### config.mk
export PLATFORM = sky130hd
export DESIGN_NAME = mode_ctrl
export DESIGN_NICKNAME = d
export VERILOG_FILES = /design/src/logic/mode_ctrl.v
export VERILOG_INCLUDE_DIRS = /design/src /design/src/logic
export SDC_FILE = /design/constraint.sdc
export NUM_CORES = 1
export LEC_CHECK = 0
export BUFFER_PORTS_ARGS = -buffer_cell sky130_fd_sc_hd__buf_2
export CAP_MARGIN = 20
export CORE_MARGIN = 2
export CORE_UTILIZATION = 50
export CTS_BUF_LIST = sky130_fd_sc_hd__clkbuf_4 sky130_fd_sc_hd__clkbuf_8
export CTS_CLUSTER_DIAMETER = 80
export DETAILED_ROUTE_END_ITERATION = 8
export PLACE_DENSITY = 0.75
export SYNTH_ARGS = -nofsm -noshare
export SYNTH_HDL_FRONTEND = slang
export SYNTH_SLANG_ARGS = --single-unit
### constraint.sdc
create_clock -name REF_CLK -period 2.1 [get_ports REF_CLK]
set_clock_uncertainty 0.05 [all_clocks]
set_input_delay 0.42 -clock REF_CLK [delete_from_list [all_inputs] [get_ports REF_CLK]]
set_output_delay 0.42 -clock REF_CLK [all_outputs]
set_load 0.02 [all_outputs]
### src/logic/mode_ctrl_consts.vh
// constants for the device-side mode, reset and firmware-download controller
`ifndef MODE_CTRL_CONSTS_VH
`define MODE_CTRL_CONSTS_VH
// register offsets (plain port, 4-bit address)
`define REG_SPEED        4'h0
`define REG_OPMODE       4'h1
`define REG_STATUS       4'h2
`define REG_FWCFG        4'h3
`define REG_SECTORS      4'h4
`define REG_ADDR         4'h5
`define REG_EVENT        4'h6
// speed mode encodings
`define SPD_LEGACY       3'h0
`define SPD_HS_SDR       3'h1
`define SPD_HS_DDR       3'h2
`define SPD_SDR200       3'h3
`define SPD_DDR200       3'h4
// bus width encodings
`define BW_1             2'h0
`define BW_4             2'h1
`define BW_8             2'h2
// operating modes
`define OP_PREIDLE       3'h0
`define OP_BOOT          3'h1
`define OP_IDENT         3'h2
`define OP_STANDBY       3'h3
`define OP_TRANSFER      3'h4
`define OP_INACTIVE      3'h5
// boot request argument and command indices (inactive, go-idle, send-op)
`define BOOT_ARG         32'hFFFF_FFFA
`define CMD_INACTIVE     6'h0F
`define CMD_GO_IDLE      6'h00
`define CMD_SEND_OP      6'h01
// reset filter timing, ns
`define CLK_PERIOD_NS    10
`define GLITCH_MAX_NS    5
`define RST_MIN_NS       1000
// filter accepts a level once stable for this many cycles (under 1 us, above 5 ns)
`define RST_STABLE_CYC   ((`RST_MIN_NS / `CLK_PERIOD_NS) / 2)
`define PREBOOT_CLKS     7'h4A
`define ADDR_RESET       16'h0001
`endif
### src/logic/mode_ctrl.v
// device-side bus speed, operating mode, hardware reset filter and firmware download control
//
// Strobed register access and the register offsets were chosen for this implementation.
`timescale 1ns/1ps
`include "mode_ctrl_consts.vh"
// Function
// - legacy, high-speed and 200 MHz speed modes
// - 200 MHz single rate: one bit per clock
// - 200 MHz double rate requires 8-bit bus
// - strobe toggles only for read data, CRC
// - read data aligned to strobe edges
// - device only answers host commands
// - boot on CMD low or boot argument
// - boot data from boot or user area
// - identification uses command line only
// - push-pull from stand-by onward
// - inactive on bad range or CMD15; power-cycle exit
// - reset sequence on reset rising edge
// - ignore reset pulses of 5 ns or less
// - detect reset pulses of 1 us or more
// - firmware mode entered through mode field
// - keep sector count for resume after exit
// - reset before completion may abort download
// - 200 MHz double rate: two bits per strobe cycle
// - only data line zero after reset
module mode_ctrl (
    input  wire        REF_CLK,
    input  wire        RSTN,
    input  wire [3:0]  ADDR,
    input  wire [31:0] WDATA,
    input  wire        WR,
    input  wire        RD,
    output reg  [31:0] RDATA,
    input  wire        LINK_CLK,
    input  wire        HW_RESET_N,
    input  wire        CMD_LINE,
    input  wire        CMD_VALID,
    input  wire [5:0]  CMD_INDEX,
    input  wire [31:0] CMD_ARG,
    input  wire        RANGE_BAD,
    input  wire        POWER_CYCLE,
    input  wire        READ_ACTIVE,
    input  wire        CRC_STATUS_ACTIVE,
    input  wire        SECTOR_DONE,
    input  wire        SECTOR_OK,
    input  wire [7:0]  TX_DATA_RISE,
    input  wire [7:0]  TX_DATA_FALL,
    output reg  [7:0]  DAT_OUT,
    output reg  [7:0]  DAT_OE,
    output reg         STROBE,
    output reg         CMD_PUSH_PULL,
    output reg         BOOT_ACTIVE,
    output reg         BOOT_FROM_USER,
    output reg         INTERNAL_RESET,
    output reg         FW_DOWNLOAD_MODE
);

    reg [2:0]  speed_mode;
    reg [1:0]  bus_width;
    reg        boot_user_sel;
    reg        fw_supported;
    reg [2:0]  op_mode;
    reg [31:0] programmed_sector_count;
    reg [15:0] relative_bus_address;
    reg [1:0]  rst_sync;
    reg [1:0]  clk_sync;
    reg [1:0]  cmd_sync;
    reg        rst_filt;
    reg        rst_filt_d;
    reg [8:0]  stable_cnt;
    reg        clk_prev;
    reg [6:0]  clk_count;
    reg        cfg_error;
    reg [2:0]  next_op;

    wire clk_rise = clk_sync[1] & ~clk_prev;
    wire clk_fall = ~clk_sync[1] & clk_prev;
    wire rst_rise = rst_filt & ~rst_filt_d;
    wire is_ddr200 = (speed_mode == `SPD_DDR200);
    wire in_data = (op_mode == `OP_STANDBY) || (op_mode == `OP_TRANSFER);
    wire strobe_on = is_ddr200 && in_data && (READ_ACTIVE || CRC_STATUS_ACTIVE);

    // lane mask for the configured width; wider lanes stay released
    function [7:0] lane_mask;
        input [1:0] w;
        begin
            case (w)
                `BW_4:   lane_mask = 8'h0F;
                `BW_8:   lane_mask = 8'hFF;
                default: lane_mask = 8'h01;
            endcase
        end
    endfunction

    // legacy allows any width, high-speed needs 4/8, double-rate 200 MHz needs 8
    function width_ok;
        input [2:0] s;
        input [1:0] w;
        begin
            case (s)
                `SPD_LEGACY: width_ok = (w != 2'h3);
                `SPD_DDR200: width_ok = (w == `BW_8);
                `SPD_HS_SDR, `SPD_HS_DDR, `SPD_SDR200:
                    width_ok = (w == `BW_4) || (w == `BW_8);
                default:     width_ok = 1'b0;
            endcase
        end
    endfunction

    // pin synchronisers
    always @(posedge REF_CLK or negedge RSTN) begin
        if (!RSTN) begin
            rst_sync <= 2'h3;
            clk_sync <= 2'h0;
            cmd_sync <= 2'h3;
        end else begin
            rst_sync <= {rst_sync[0], HW_RESET_N};
            clk_sync <= {clk_sync[0], LINK_CLK};
            cmd_sync <= {cmd_sync[0], CMD_LINE};
        end
    end

    // a level change is accepted only after staying put well past 5 ns and before 1 us
    always @(posedge REF_CLK or negedge RSTN) begin
        if (!RSTN) begin
            rst_filt   <= 1'b1;
            rst_filt_d <= 1'b1;
            stable_cnt <= 9'h000;
            clk_prev   <= 1'b0;
        end else begin
            rst_filt_d <= rst_filt;
            clk_prev   <= clk_sync[1];
            if (rst_sync[1] == rst_filt) begin
                stable_cnt <= 9'h000;
            end else if (stable_cnt == (`RST_STABLE_CYC - 1)) begin
                rst_filt   <= rst_sync[1];
                stable_cnt <= 9'h000;
            end else begin
                stable_cnt <= stable_cnt + 9'h001;
            end
        end
    end

    // operating mode sequencing
    always @* begin
        next_op = op_mode;
        case (op_mode)
            `OP_PREIDLE, `OP_BOOT: begin
                if (clk_count == `PREBOOT_CLKS && !cmd_sync[1] && op_mode == `OP_PREIDLE)
                    next_op = `OP_BOOT;
                else if (CMD_VALID && CMD_INDEX == `CMD_GO_IDLE && CMD_ARG == `BOOT_ARG)
                    next_op = `OP_BOOT;
                else if (CMD_VALID && CMD_INDEX == `CMD_SEND_OP)
                    next_op = `OP_IDENT;
                else if (op_mode == `OP_BOOT && cmd_sync[1] && !CMD_VALID
                         && clk_count == `PREBOOT_CLKS)
                    next_op = `OP_BOOT;
            end
            `OP_IDENT: begin
                if (RANGE_BAD)
                    next_op = `OP_INACTIVE;
                else if (CMD_VALID && CMD_INDEX == 6'h03)
                    next_op = `OP_STANDBY;
            end
            `OP_STANDBY, `OP_TRANSFER: begin
                if (CMD_VALID && CMD_INDEX == 6'h07)
                    next_op = (op_mode == `OP_STANDBY) ? `OP_TRANSFER : `OP_STANDBY;
            end
            `OP_INACTIVE: next_op = `OP_INACTIVE;
            default:      next_op = `OP_PREIDLE;
        endcase
        if (op_mode != `OP_INACTIVE && CMD_VALID && CMD_INDEX == `CMD_INACTIVE)
            next_op = `OP_INACTIVE;
        if (op_mode != `OP_INACTIVE && op_mode != `OP_PREIDLE && CMD_VALID
            && CMD_INDEX == `CMD_GO_IDLE && CMD_ARG != `BOOT_ARG)
            next_op = `OP_PREIDLE;
        if (POWER_CYCLE)
            next_op = `OP_PREIDLE;
    end

    always @(posedge REF_CLK or negedge RSTN) begin
        if (!RSTN) begin
            op_mode        <= `OP_PREIDLE;
            clk_count      <= 7'h00;
            INTERNAL_RESET <= 1'b0;
        end else begin
            INTERNAL_RESET <= rst_rise;
            if (rst_rise) begin
                op_mode   <= `OP_PREIDLE;
                clk_count <= 7'h00;
            end else begin
                op_mode <= next_op;
                if (op_mode != next_op)
                    clk_count <= 7'h00;
                else if (clk_rise && clk_count != `PREBOOT_CLKS)
                    clk_count <= clk_count + 7'h01;
            end
        end
    end

    // configuration, firmware download and register writes
    always @(posedge REF_CLK or negedge RSTN) begin
        if (!RSTN) begin
            speed_mode              <= `SPD_LEGACY;
            bus_width               <= `BW_1;
            boot_user_sel           <= 1'b0;
            fw_supported            <= 1'b1;
            FW_DOWNLOAD_MODE        <= 1'b0;
            programmed_sector_count <= 32'h0000_0000;
            relative_bus_address    <= `ADDR_RESET;
            cfg_error               <= 1'b0;
        end else begin
            if (rst_rise || POWER_CYCLE) begin
                speed_mode       <= `SPD_LEGACY;
                bus_width        <= `BW_1;
                FW_DOWNLOAD_MODE <= 1'b0;
            end else if (WR) begin
                case (ADDR)
                    `REG_SPEED: begin
                        if (width_ok(WDATA[2:0], WDATA[5:4])) begin
                            speed_mode <= WDATA[2:0];
                            bus_width  <= WDATA[5:4];
                        end else begin
                            cfg_error <= 1'b1;
                        end
                    end
                    `REG_FWCFG: begin
                        boot_user_sel <= WDATA[1];
                        fw_supported  <= WDATA[2];
                        if (WDATA[0] && fw_supported)
                            FW_DOWNLOAD_MODE <= 1'b1;
                        else if (!WDATA[0])
                            FW_DOWNLOAD_MODE <= 1'b0;
                        if (WDATA[3])
                            programmed_sector_count <= 32'h0000_0000;
                    end
                    `REG_ADDR:  relative_bus_address <= WDATA[15:0];
                    `REG_EVENT: if (WDATA[0]) cfg_error <= 1'b0;
                    default: ;
                endcase
            end
            // counted sectors survive leaving the mode so the host can resume
            if (FW_DOWNLOAD_MODE && SECTOR_DONE && SECTOR_OK && !rst_rise)
                programmed_sector_count <= programmed_sector_count + 32'h0000_0001;
        end
    end

    // data lines, strobe and driver mode
    always @(posedge REF_CLK or negedge RSTN) begin
        if (!RSTN) begin
            DAT_OUT       <= 8'h00;
            DAT_OE        <= 8'h00;
            STROBE        <= 1'b0;
            CMD_PUSH_PULL <= 1'b0;
            BOOT_ACTIVE   <= 1'b0;
            BOOT_FROM_USER <= 1'b0;
        end else begin
            CMD_PUSH_PULL  <= in_data;
            BOOT_ACTIVE    <= (op_mode == `OP_BOOT);
            BOOT_FROM_USER <= boot_user_sel;
            if (op_mode == `OP_IDENT || op_mode == `OP_PREIDLE || op_mode == `OP_INACTIVE) begin
                DAT_OE <= 8'h00;
                STROBE <= 1'b0;
            end else if (READ_ACTIVE || CRC_STATUS_ACTIVE || op_mode == `OP_BOOT) begin
                DAT_OE <= lane_mask(bus_width);
                if (is_ddr200 && in_data) begin
                    // data changes with each strobe edge, two bits per line a cycle
                    if (clk_rise) begin
                        DAT_OUT <= TX_DATA_RISE & lane_mask(bus_width);
                        STROBE  <= strobe_on;
                    end else if (clk_fall) begin
                        DAT_OUT <= TX_DATA_FALL & lane_mask(bus_width);
                        STROBE  <= 1'b0;
                    end
                end else if (clk_fall) begin
                    DAT_OUT <= TX_DATA_RISE & lane_mask(bus_width);
                    STROBE  <= 1'b0;
                end
            end else begin
                DAT_OE <= 8'h00;
                STROBE <= 1'b0;
            end
        end
    end

    // register reads, data one cycle after the strobe
    always @(posedge REF_CLK or negedge RSTN) begin
        if (!RSTN) begin
            RDATA <= 32'h0000_0000;
        end else if (RD) begin
            case (ADDR)
                `REG_SPEED:   RDATA <= {26'h0, bus_width, 1'b0, speed_mode};
                `REG_OPMODE:  RDATA <= {29'h0, op_mode};
                `REG_STATUS:  RDATA <= {28'h0, cfg_error, FW_DOWNLOAD_MODE,
                                        BOOT_ACTIVE, rst_filt};
                `REG_FWCFG:   RDATA <= {29'h0, fw_supported, boot_user_sel, FW_DOWNLOAD_MODE};
                `REG_SECTORS: RDATA <= programmed_sector_count;
                `REG_ADDR:    RDATA <= {16'h0, relative_bus_address};
                default:      RDATA <= 32'h0000_0000;
            endcase
        end else begin
            RDATA <= 32'h0000_0000;
        end
    end

endmodule // mode_ctrl

# Yosys cells after proc, flatten, opt, wreduce, memory -nomap -nowiden
# Index checks and enable logic that the tools add are counted.
# op_classes
add_sub_neg	3
n_mul	0
n_mux	69
div_mod_pow	0
reduce_logical	60
bitwise	12
shifts	0
order_cmp	0
n_eq_ne	37
# op_table
cell	count
32-bit 2-to-1 mux	6
32-bit case mux with 6 select lines	1
8-bit 2-to-1 mux	18
3-bit 2-to-1 mux	16
32-bit by 1-bit adder with 32-bit output, second input constant	1
32-bit == test, second input constant	1
32-bit inequality test, second input constant	1
8-bit AND	3
1-bit logical AND	23
7-bit 2-to-1 mux	3
2-bit nonzero test	10
9-bit 2-to-1 mux	2
8-bit case mux with 2 select lines	1
1-bit 2-to-1 mux	15
3-bit by 2-bit == test with 1-bit output, second input constant	4
3-bit == test, second input constant	4
4-bit by 3-bit == test with 1-bit output, second input constant	3
3-bit case mux with 4 select lines	1
3-bit AND reduction	4
9-bit by 1-bit adder with 9-bit output, second input constant	1
9-bit by 6-bit == test with 1-bit output, second input constant	1
4-bit by 2-bit == test with 1-bit output, second input constant	2
2-bit 2-to-1 mux	4
4-bit AND reduction	2
31 further kinds	54
# totals
latch_bits	0
register_bits	138
mem_bits_rw	0
mem_count	0
rom_bits	0
word_cells	206
output_inout_bits	54
input_bits	104

# Logic depth before layout (Yosys ltp)
# Gate-level depths: netlist of run 1.
# logic_depth
word_depth	15
depth_mapped	9
ltp_nobuf	8

# Worst setup path before layout of run 1
# OpenSTA, ideal clock, no wires.
# synth_timing
kind	reg2reg
start	register op_mode[2]
end	register DAT_OUT[1]
synth_period_minus_slack_ns	2.179
path_stages_with_launch	8
required_ns	1.929
setup_slack_ns	-0.079
setup_ns	0.121
path_buffers	2
t_arrival_ns	2.008
path_cell_list	dfrtp_1 -> buf_4 -> or3b_4 -> a2111oi_4 -> nor2b_1 -> buf_4 -> mux2_2 -> a22o_1
# synth_via
elab_chain_cells	5
elab_cells_between_ends	15
classes_between	eq/ne: 5; mux: 1; bitwise: 1; reduce/logical: 8
# synth_rtl
element	line_no	source
start, declared	mode_ctrl.v:62	reg [2:0] op_mode;
start signal, assigned	mode_ctrl.v:183	op_mode <= `OP_PREIDLE;
start signal, assigned	mode_ctrl.v:189	op_mode <= `OP_PREIDLE;
start signal, assigned	mode_ctrl.v:192	op_mode <= next_op;
3-bit by 2-bit == test with 1-bit output, or another cell as far along	--	
1-bit logical OR (on tied branches)	--	
1-bit logical AND or 1-bit logical OR (tied branches)	--	
2-bit nonzero test (no source line) or 1-bit NOT (tied branches)	--	
4-bit AND reduction (no source line)	--	
end signal, assigned	mode_ctrl.v:269	DAT_OUT <= TX_DATA_RISE & lane_mask(bus_width);
end signal, assigned	mode_ctrl.v:272	DAT_OUT <= TX_DATA_FALL & lane_mask(bus_width);
end signal, assigned	mode_ctrl.v:276	DAT_OUT <= TX_DATA_RISE & lane_mask(bus_width);
end, declared	mode_ctrl.v:48	output reg [7:0] DAT_OUT,
# Several ways; a longest one is shown, not always the timed one.
# A chain may end at the register's enable or synchronous reset.

# Worst setup path after layout of run 1
# layout_timing
start	register op_mode[0]
end	register DAT_OUT[6]
# Same word-level chain as after synthesis.

==> results of run 1 <==
## final timing paths
kind / start / end / cells after the start / slack [ps]
max: op_mode[0] / DAT_OUT[6] / 7 / -110
min: LINK_CLK / clk_sync[0] / 1 / 30
max reg2reg: op_mode[0] / DAT_OUT[6] / 7 / -110
min reg2reg: rst_sync[0] / rst_sync[1] / 0 / 310
max in group asynchronous: RSTN / fw_supported / 3 / 1100
min in group asynchronous: RSTN / DAT_OUT[6] / 2 / 300
## stage by stage
step	setup TNS, ps	area [um2]
after floorplan	-212.2	6275
after global placement	-2267	7562
after detailed placement	-3145	7562
after CTS	-754.5	8148
after global routing	-2683	8347
final	-1312	8349
## sequential cells by signal, summed over array words and instances (netlist names), 2 cells and up
register and cells:
RDATA 32, programmed_sector_count 32, relative_bus_address 16, stable_cnt 9, DAT_OUT 8, clk_count 7, DAT_OE 3, op_mode 3
speed_mode 3, bus_width 2, clk_sync 2, cmd_sync 2, rst_sync 2
## cells in the mapped netlist, drive strengths merged (5+ instances only)
master | n | area [um2]
nand4 | 17 | 106.4
or3 | 6 | 42.54
nand2b | 5 | 31.28
nor2b | 5 | 31.28
mux2 | 23 | 259.0
dfrtp | 125 | 3128
a22oi | 11 | 82.58
clkbuf | 18 | 67.56
o21ai | 30 | 153.9
nand2 | 49 | 183.9
o31ai | 15 | 112.6
o211ai | 13 | 97.59
nor2 | 60 | 235.2
mux2i | 17 | 170.2
and3 | 27 | 168.9
nand3 | 20 | 100.1
nor4 | 11 | 68.82
inv | 18 | 67.56
dfstp | 8 | 210.2
xor2 | 12 | 105.1
a22o | 6 | 52.55
buf | 9 | 68.81
a21oi | 12 | 60.06
ha | 10 | 125.1
xnor2 | 6 | 52.55
a31oi | 8 | 50.05
## metal layers
layer / wire (um) / up-vias / track usage (%)
li1: - / 2571 / -
met1: 7081 / 2654 / 32.16
met2: 7640 / 177 / 39.81
met3: 891 / 22 / 6.119
met4: 259 / 0 / 8.492
met5: 0 / - / 0
## power groups by stage
stage	Clock (mW)	Sequential [mW]	Combinational, mW
after floorplan	0	2.84	0.256
after global placement	0	2.84	0.535
after detailed placement	0	2.85	0.565
after CTS	2.14	2.80	0.600
after global routing	2.25	2.83	0.776
final	2.09	2.81	0.707
## final cells by class
cell class / count / area [um2] / share of cell area [%]
clock inverters: 13 / 130.1 / 1.559
clock buffers: 19 / 261.5 / 3.132
inverters: 18 / 67.56 / 0.8092
flip-flops and latches: 133 / 3338 / 39.98
diodes: 1 / 2.502 / 0.02997
well taps: 168 / 210.2 / 2.518
repair buffers: 218 / 1365 / 16.35
multi-input cells: 412 / 2974 / 35.62
## logic make-up (layout without fill, tap and decap cells)
logic type      after synthesis  in the layout  synth area share, %
simple gates                229            229                19.14
flops                       133            133                53.24
compound gates              115            115                13.01
buf+inv                      45            268                3.253
mux                          40             40                6.845
xor+xnor                     18             18                2.514
fa+ha+maj                    10             10                1.996
other cells                   0              1                    0
## repair_timing
item,4_1_cts,5_1_grt
endpoints found under the setup margin,22,33
hold endpoints to repair,7,0
cloned,0,0
pin swaps,9,11
setup buffers,4,8
hold buffers,2,0
gates resized for setup,27,21
==> flow_metrics.env, run 1 <==
export IMPL_status="finished, violations left"
export IMPL_violations="negative setup slack"
export IMPL_routed_wl_um=15870
export IMPL_drt_iter0_drc=298
export IMPL_finalHoldViolations=0
export IMPL_synth_nets=704
export IMPL_layout_setup_ws_ps=-112.9
export IMPL_synth_edff_count=0
export IMPL_via_count=5424
export IMPL_grt_pass1_wl_um=25500
export IMPL_chipHeight_um=116.0
export IMPL_end_kind="flip-flop"
export IMPL_synth_seq_area_share_pct=53.24
export IMPL_fillerInstances=950
export IMPL_ys_flop_type="dfrtp_1"
export IMPL_dieArea_mm2=0.01345
export IMPL_mostFrequentLayoutCell="buf_2"
export IMPL_async_flop_share_pct=100.0
export IMPL_grt_ovfl_total=0
export IMPL_slowest_delay_ps=420
export IMPL_synth_avg_cell_area_um2=10.63
export IMPL_wl_per_cell_um=16.16
export IMPL_place_inst=935
export IMPL_drive_above_1_share_pct=38.87
export IMPL_crit_slowest_cell="or3b_4"
export IMPL_gp_congestion=0.8561
export IMPL_period_share_pct=105.4
export IMPL_layoutNonFillerInstCount=982
export IMPL_path_clk_slew_ps=70
export IMPL_power_per_cell_area_mw_per_mm2=672.7
export IMPL_pwr_share_seq_pct=50.1
export IMPL_power_frac_clock_pct=37.3
export IMPL_worst_path_max_fanout=4
export IMPL_drv_slew=0
export IMPL_grt_pass1_vias=5363
export IMPL_worst_pin_slew_ps=445.9
export IMPL_grt_max_degree=55
export IMPL_io_pins=158
export IMPL_cp_cell_sequence="or3b_4, a2111oi_4, buf_4, nor2_2, or3_4, or2_4, o21ai_2"
export IMPL_maxCapViolations=0
export IMPL_clock_sinks=133
export IMPL_drt_vias_per_instance=5.523
export IMPL_area_growth_pct=33.17
export IMPL_core_rowCount=40
export IMPL_p_comb_share_pct=12.6
export IMPL_final_util_pct=68.94
export IMPL_cp_num_buf_inv=1
export IMPL_dp_final_hpwl_um=11280
export IMPL_startpoint_type="flip-flop"
export IMPL_io_buffer_count=141
export IMPL_hp_class="in2reg"
export IMPL_hold_ws_ps=28.47
export IMPL_drtAntennaViolNets=0
export IMPL_tritoncts="done"
export IMPL_root_buffer="clkbuf_8"
export IMPL_firstDrtPassIters=5
export IMPL_cts_buffer_depth=2
export IMPL_period_needed_ps=2213
export IMPL_grt_total_usage_pct=24.46
export IMPL_start_util_pct=51.77
export IMPL_worstPathArrival_ps=2530
export IMPL_route_detailed_drc=0
export IMPL_internal_power_mw=4.174
export IMPL_vdd_drop_max_v=0.0003765
export IMPL_fmax_ghz=0.4519
export IMPL_fin_nets=914
export IMPL_finalSetupViolCount=15
export IMPL_ys_ff_latch=133
export IMPL_p_sw_share_pct=25.69
export IMPL_final_cell_mix="buf_2, dfrtp_1, buf_4, nor2_1, nand2_1"
export IMPL_synth_cell_type_count=65
export IMPL_power_mw=5.616
export IMPL_rsz0062_at_grt="true"
export IMPL_antenna_found_initial=1
export IMPL_cts_buffers=17
export IMPL_coreArea_mm2=0.01211
export IMPL_power_switching_mw=1.443
export IMPL_die_width_um=116.0
export IMPL_syn_area_mm2=0.006270
export IMPL_path_class="reg2reg"
export IMPL_cp_required_ps=2420
export IMPL_critPathTopFamily="simple AND/OR/NAND/NOR gates"
export IMPL_netlist_instances=590
export IMPL_htree_levels=4
export IMPL_yosys_warnings=0
export IMPL_p_leak_nw=4.056
export IMPL_post_place_ws_ps=-390.7
export IMPL_clock_latency_ps=450
export IMPL_relSlewSlack_pct=69.96
Power figures use the tool's default switching activity.
==> inputs of run 2 (changes only) <==
--- a/config.mk
+++ b/config.mk
@@ -14,6 +14,7 @@
 export CTS_CLUSTER_DIAMETER = 80
 export DETAILED_ROUTE_END_ITERATION = 8
 export PLACE_DENSITY = 0.75
+export REMOVE_ABC_BUFFERS = 1
 export SYNTH_ARGS = -nofsm -noshare
 export SYNTH_HDL_FRONTEND = slang
 export SYNTH_SLANG_ARGS = --single-unit
==> run 2 against run 1 <==
The flow still finishes with violations (negative setup slack). Total power down 3.3%. Design area down 1.2%. Critical path depth down 1. Maximum frequency down 1.9%. Non-clock buffer count down 7. Routed wire length down 2.1%. Register-to-register slack worse by 40 ps. Sequential share of layout area up 0.49 points. Combinational power down 1%. Sequential power about the same.
==> flow_metrics.env, run 2 (synthesis results as in run 1) <==
export IMPL_status="finished, violations left"
export IMPL_violations="negative setup slack"
export IMPL_power_frac_clock_pct=35.5
export IMPL_reg2reg_depth=6
export IMPL_clock_latency_ps=440
export IMPL_fin_nets=907
export IMPL_io_pins=158
export IMPL_grt_total_usage_pct=23.87
export IMPL_clock_sinks=133
export IMPL_timing_rr_end="DAT_OUT[3]"
export IMPL_io_buffer_count=141
export IMPL_cp_cell_sequence="or3b_4, a2111oi_4, nor2b_1, buf_4, mux2_4, a22o_1"
export IMPL_period_share_pct=107.4
export IMPL_grt_max_degree=60
export IMPL_power_per_cell_area_mw_per_mm2=658.7
export IMPL_route_detailed_drc=0
export IMPL_rsz0062_at_grt="true"
export IMPL_routed_wl_um=15540
export IMPL_relSlewSlack_pct=64.43
export IMPL_die_width_um=116.0
export IMPL_reg_top3="RDATA x32, programmed_sector_count x32, relative_bus_address x16"
export IMPL_final_util_pct=68.11
export IMPL_drv_slew=0
export IMPL_worst_pin_slew_ps=526.8
export IMPL_antenna_cells=0
export IMPL_pwr_share_seq_pct=51.6
export IMPL_wl_per_cell_um=15.95
export IMPL_slowest_delay_ps=470
export IMPL_p_sw_share_pct=24.94
export IMPL_fmax_ghz=0.4433
export IMPL_drt_vias_per_instance=5.518
export IMPL_cp_num_buf_inv=1
export IMPL_min_from="LINK_CLK"
export IMPL_period_needed_ps=2256
export IMPL_ff2ff_setup_slack_ps=-160
export IMPL_crit_slowest_cell="a2111oi_4"
export IMPL_drtAntennaViolNets=0
export IMPL_final_cell_mix="buf_2, dfrtp_1, buf_4, nor2_1, nand2_1"
export IMPL_final_area_mm2=0.008249
export IMPL_startpoint_type="flip-flop"
export IMPL_p_comb_share_pct=12.9
export IMPL_drt_iter0_drc=354
export IMPL_chipHeight_um=116.0
export IMPL_path_clk_slew_ps=70
export IMPL_cts_buffer_depth=2
export IMPL_crit_cells=6
export IMPL_finalHoldViolations=0
export IMPL_grt_ovfl_total=0
export IMPL_finalSetupViolCount=15
export IMPL_power_mw=5.433
export IMPL_dp_final_hpwl_um=11400
export IMPL_via_count=5375
export IMPL_maxCapViolations=0
export IMPL_r2r_start="op_mode[1]"
export IMPL_dieArea_mm2=0.01345
export IMPL_layout_setup_ws_ps=-155.9
export IMPL_firstDrtPassIters=4
export IMPL_internal_power_mw=4.078
export IMPL_power_switching_mw=1.355
export IMPL_cp_required_ps=2370
export IMPL_worstPathArrival_ps=2530
export IMPL_worst_path_max_fanout=4
export IMPL_critPathTopFamily="compound AO/OA/AOI/OAI gates"
export IMPL_placed_cell_area_mm2=0.007527
export IMPL_start_util_pct=51.77
export IMPL_coreArea_mm2=0.01211
export IMPL_gp_congestion=0.8454
export IMPL_area_growth_pct=31.57
export IMPL_mostFrequentLayoutCell="buf_2"
export IMPL_path_class="reg2reg"
export IMPL_cts_buffers=17
export IMPL_core_rowCount=40
export IMPL_p_leak_nw=4.000
export IMPL_grt_pass1_wl_um=25140
export IMPL_hp_class="in2reg"
export IMPL_root_buffer="clkbuf_8"
export IMPL_antenna_found_initial=0
export IMPL_cp_endpoint="DAT_OUT[3]"
export IMPL_setup_tns_ps=-1715
export IMPL_cp_startpoint="op_mode[1]"
export IMPL_vdd_drop_max_v=0.0004304
export IMPL_htree_levels=4
export IMPL_grt_pass1_vias=5350
export IMPL_drive_above_1_share_pct=38.21
export IMPL_end_kind="flip-flop"
export IMPL_tritoncts="done"
==> run 2: layout make-up <==
type	count	area [um2]
timing repair buffer	211	1287
clock buffer	27	334.1
fill	944	3862
tap	168	210.2
multi-input combinational	412	2984
sequential	133	3338
clock inverter	5	27.53
inverter	18	67.56
==> run 2: power groups by stage <==
stage                     Clock (mW)  Combinational, mW  Sequential, mW
after global placement             0              0.554            2.83
after global routing            2.08              0.767            2.81
after detailed placement           0              0.587            2.84
final                           1.93              0.700            2.80
after floorplan                    0              0.242            2.84
after CTS                       1.98              0.614            2.80
==> run 2: worst min-delay path by stage <==
stage               slack [ps]  cells after the start     endpoint
CTS                          3                      1  clk_sync[0]
global placement           290                      1    cfg_error
finish                      40                      1  clk_sync[0]
detailed placement         290                      1    cfg_error
global route                10                      1  clk_sync[0]
floorplan                   70                      0  BOOT_ACTIVE
==> run 2: worst reg2reg max path, delay by kind of cell (launching register included) <==
kind,cells,cell delay (ps)
AOI/OAI and AO/OA,2,650
and+or+nand+nor,2,610
DFF,1,390
muxes,1,300
buffers and inverters,1,160
==> run 2: through the flow <==
step	worst slack (ps)	hold WS [ps]	instances
5_1_grt	-237.5	12.69	974
3_5_place_dp	-341.8	285.8	932
2_1_floorplan	-493.8	74.41	563
4_1_cts	-115.2	3.097	969
6_report	-155.9	37.93	974
3_3_place_gp	-223.1	286.5	932
==> run 2: timing repair <==
item / 4_1_cts / 5_1_grt
endpoints found under the setup margin: 22 / 38
cloned: 0 / 0
pin swaps: 10 / 18
hold buffers: 2 / 0
setup buffers: 3 / 5
endpoints found under the hold margin: 17 / 0
gates resized for setup: 21 / 27
==> run 2: layer usage <==
metal	wire [um]	GRT usage, %
met1	6787	31.42
met2	7730	38.87
met5	0	0
met4	216	9.286
met3	802	5.178
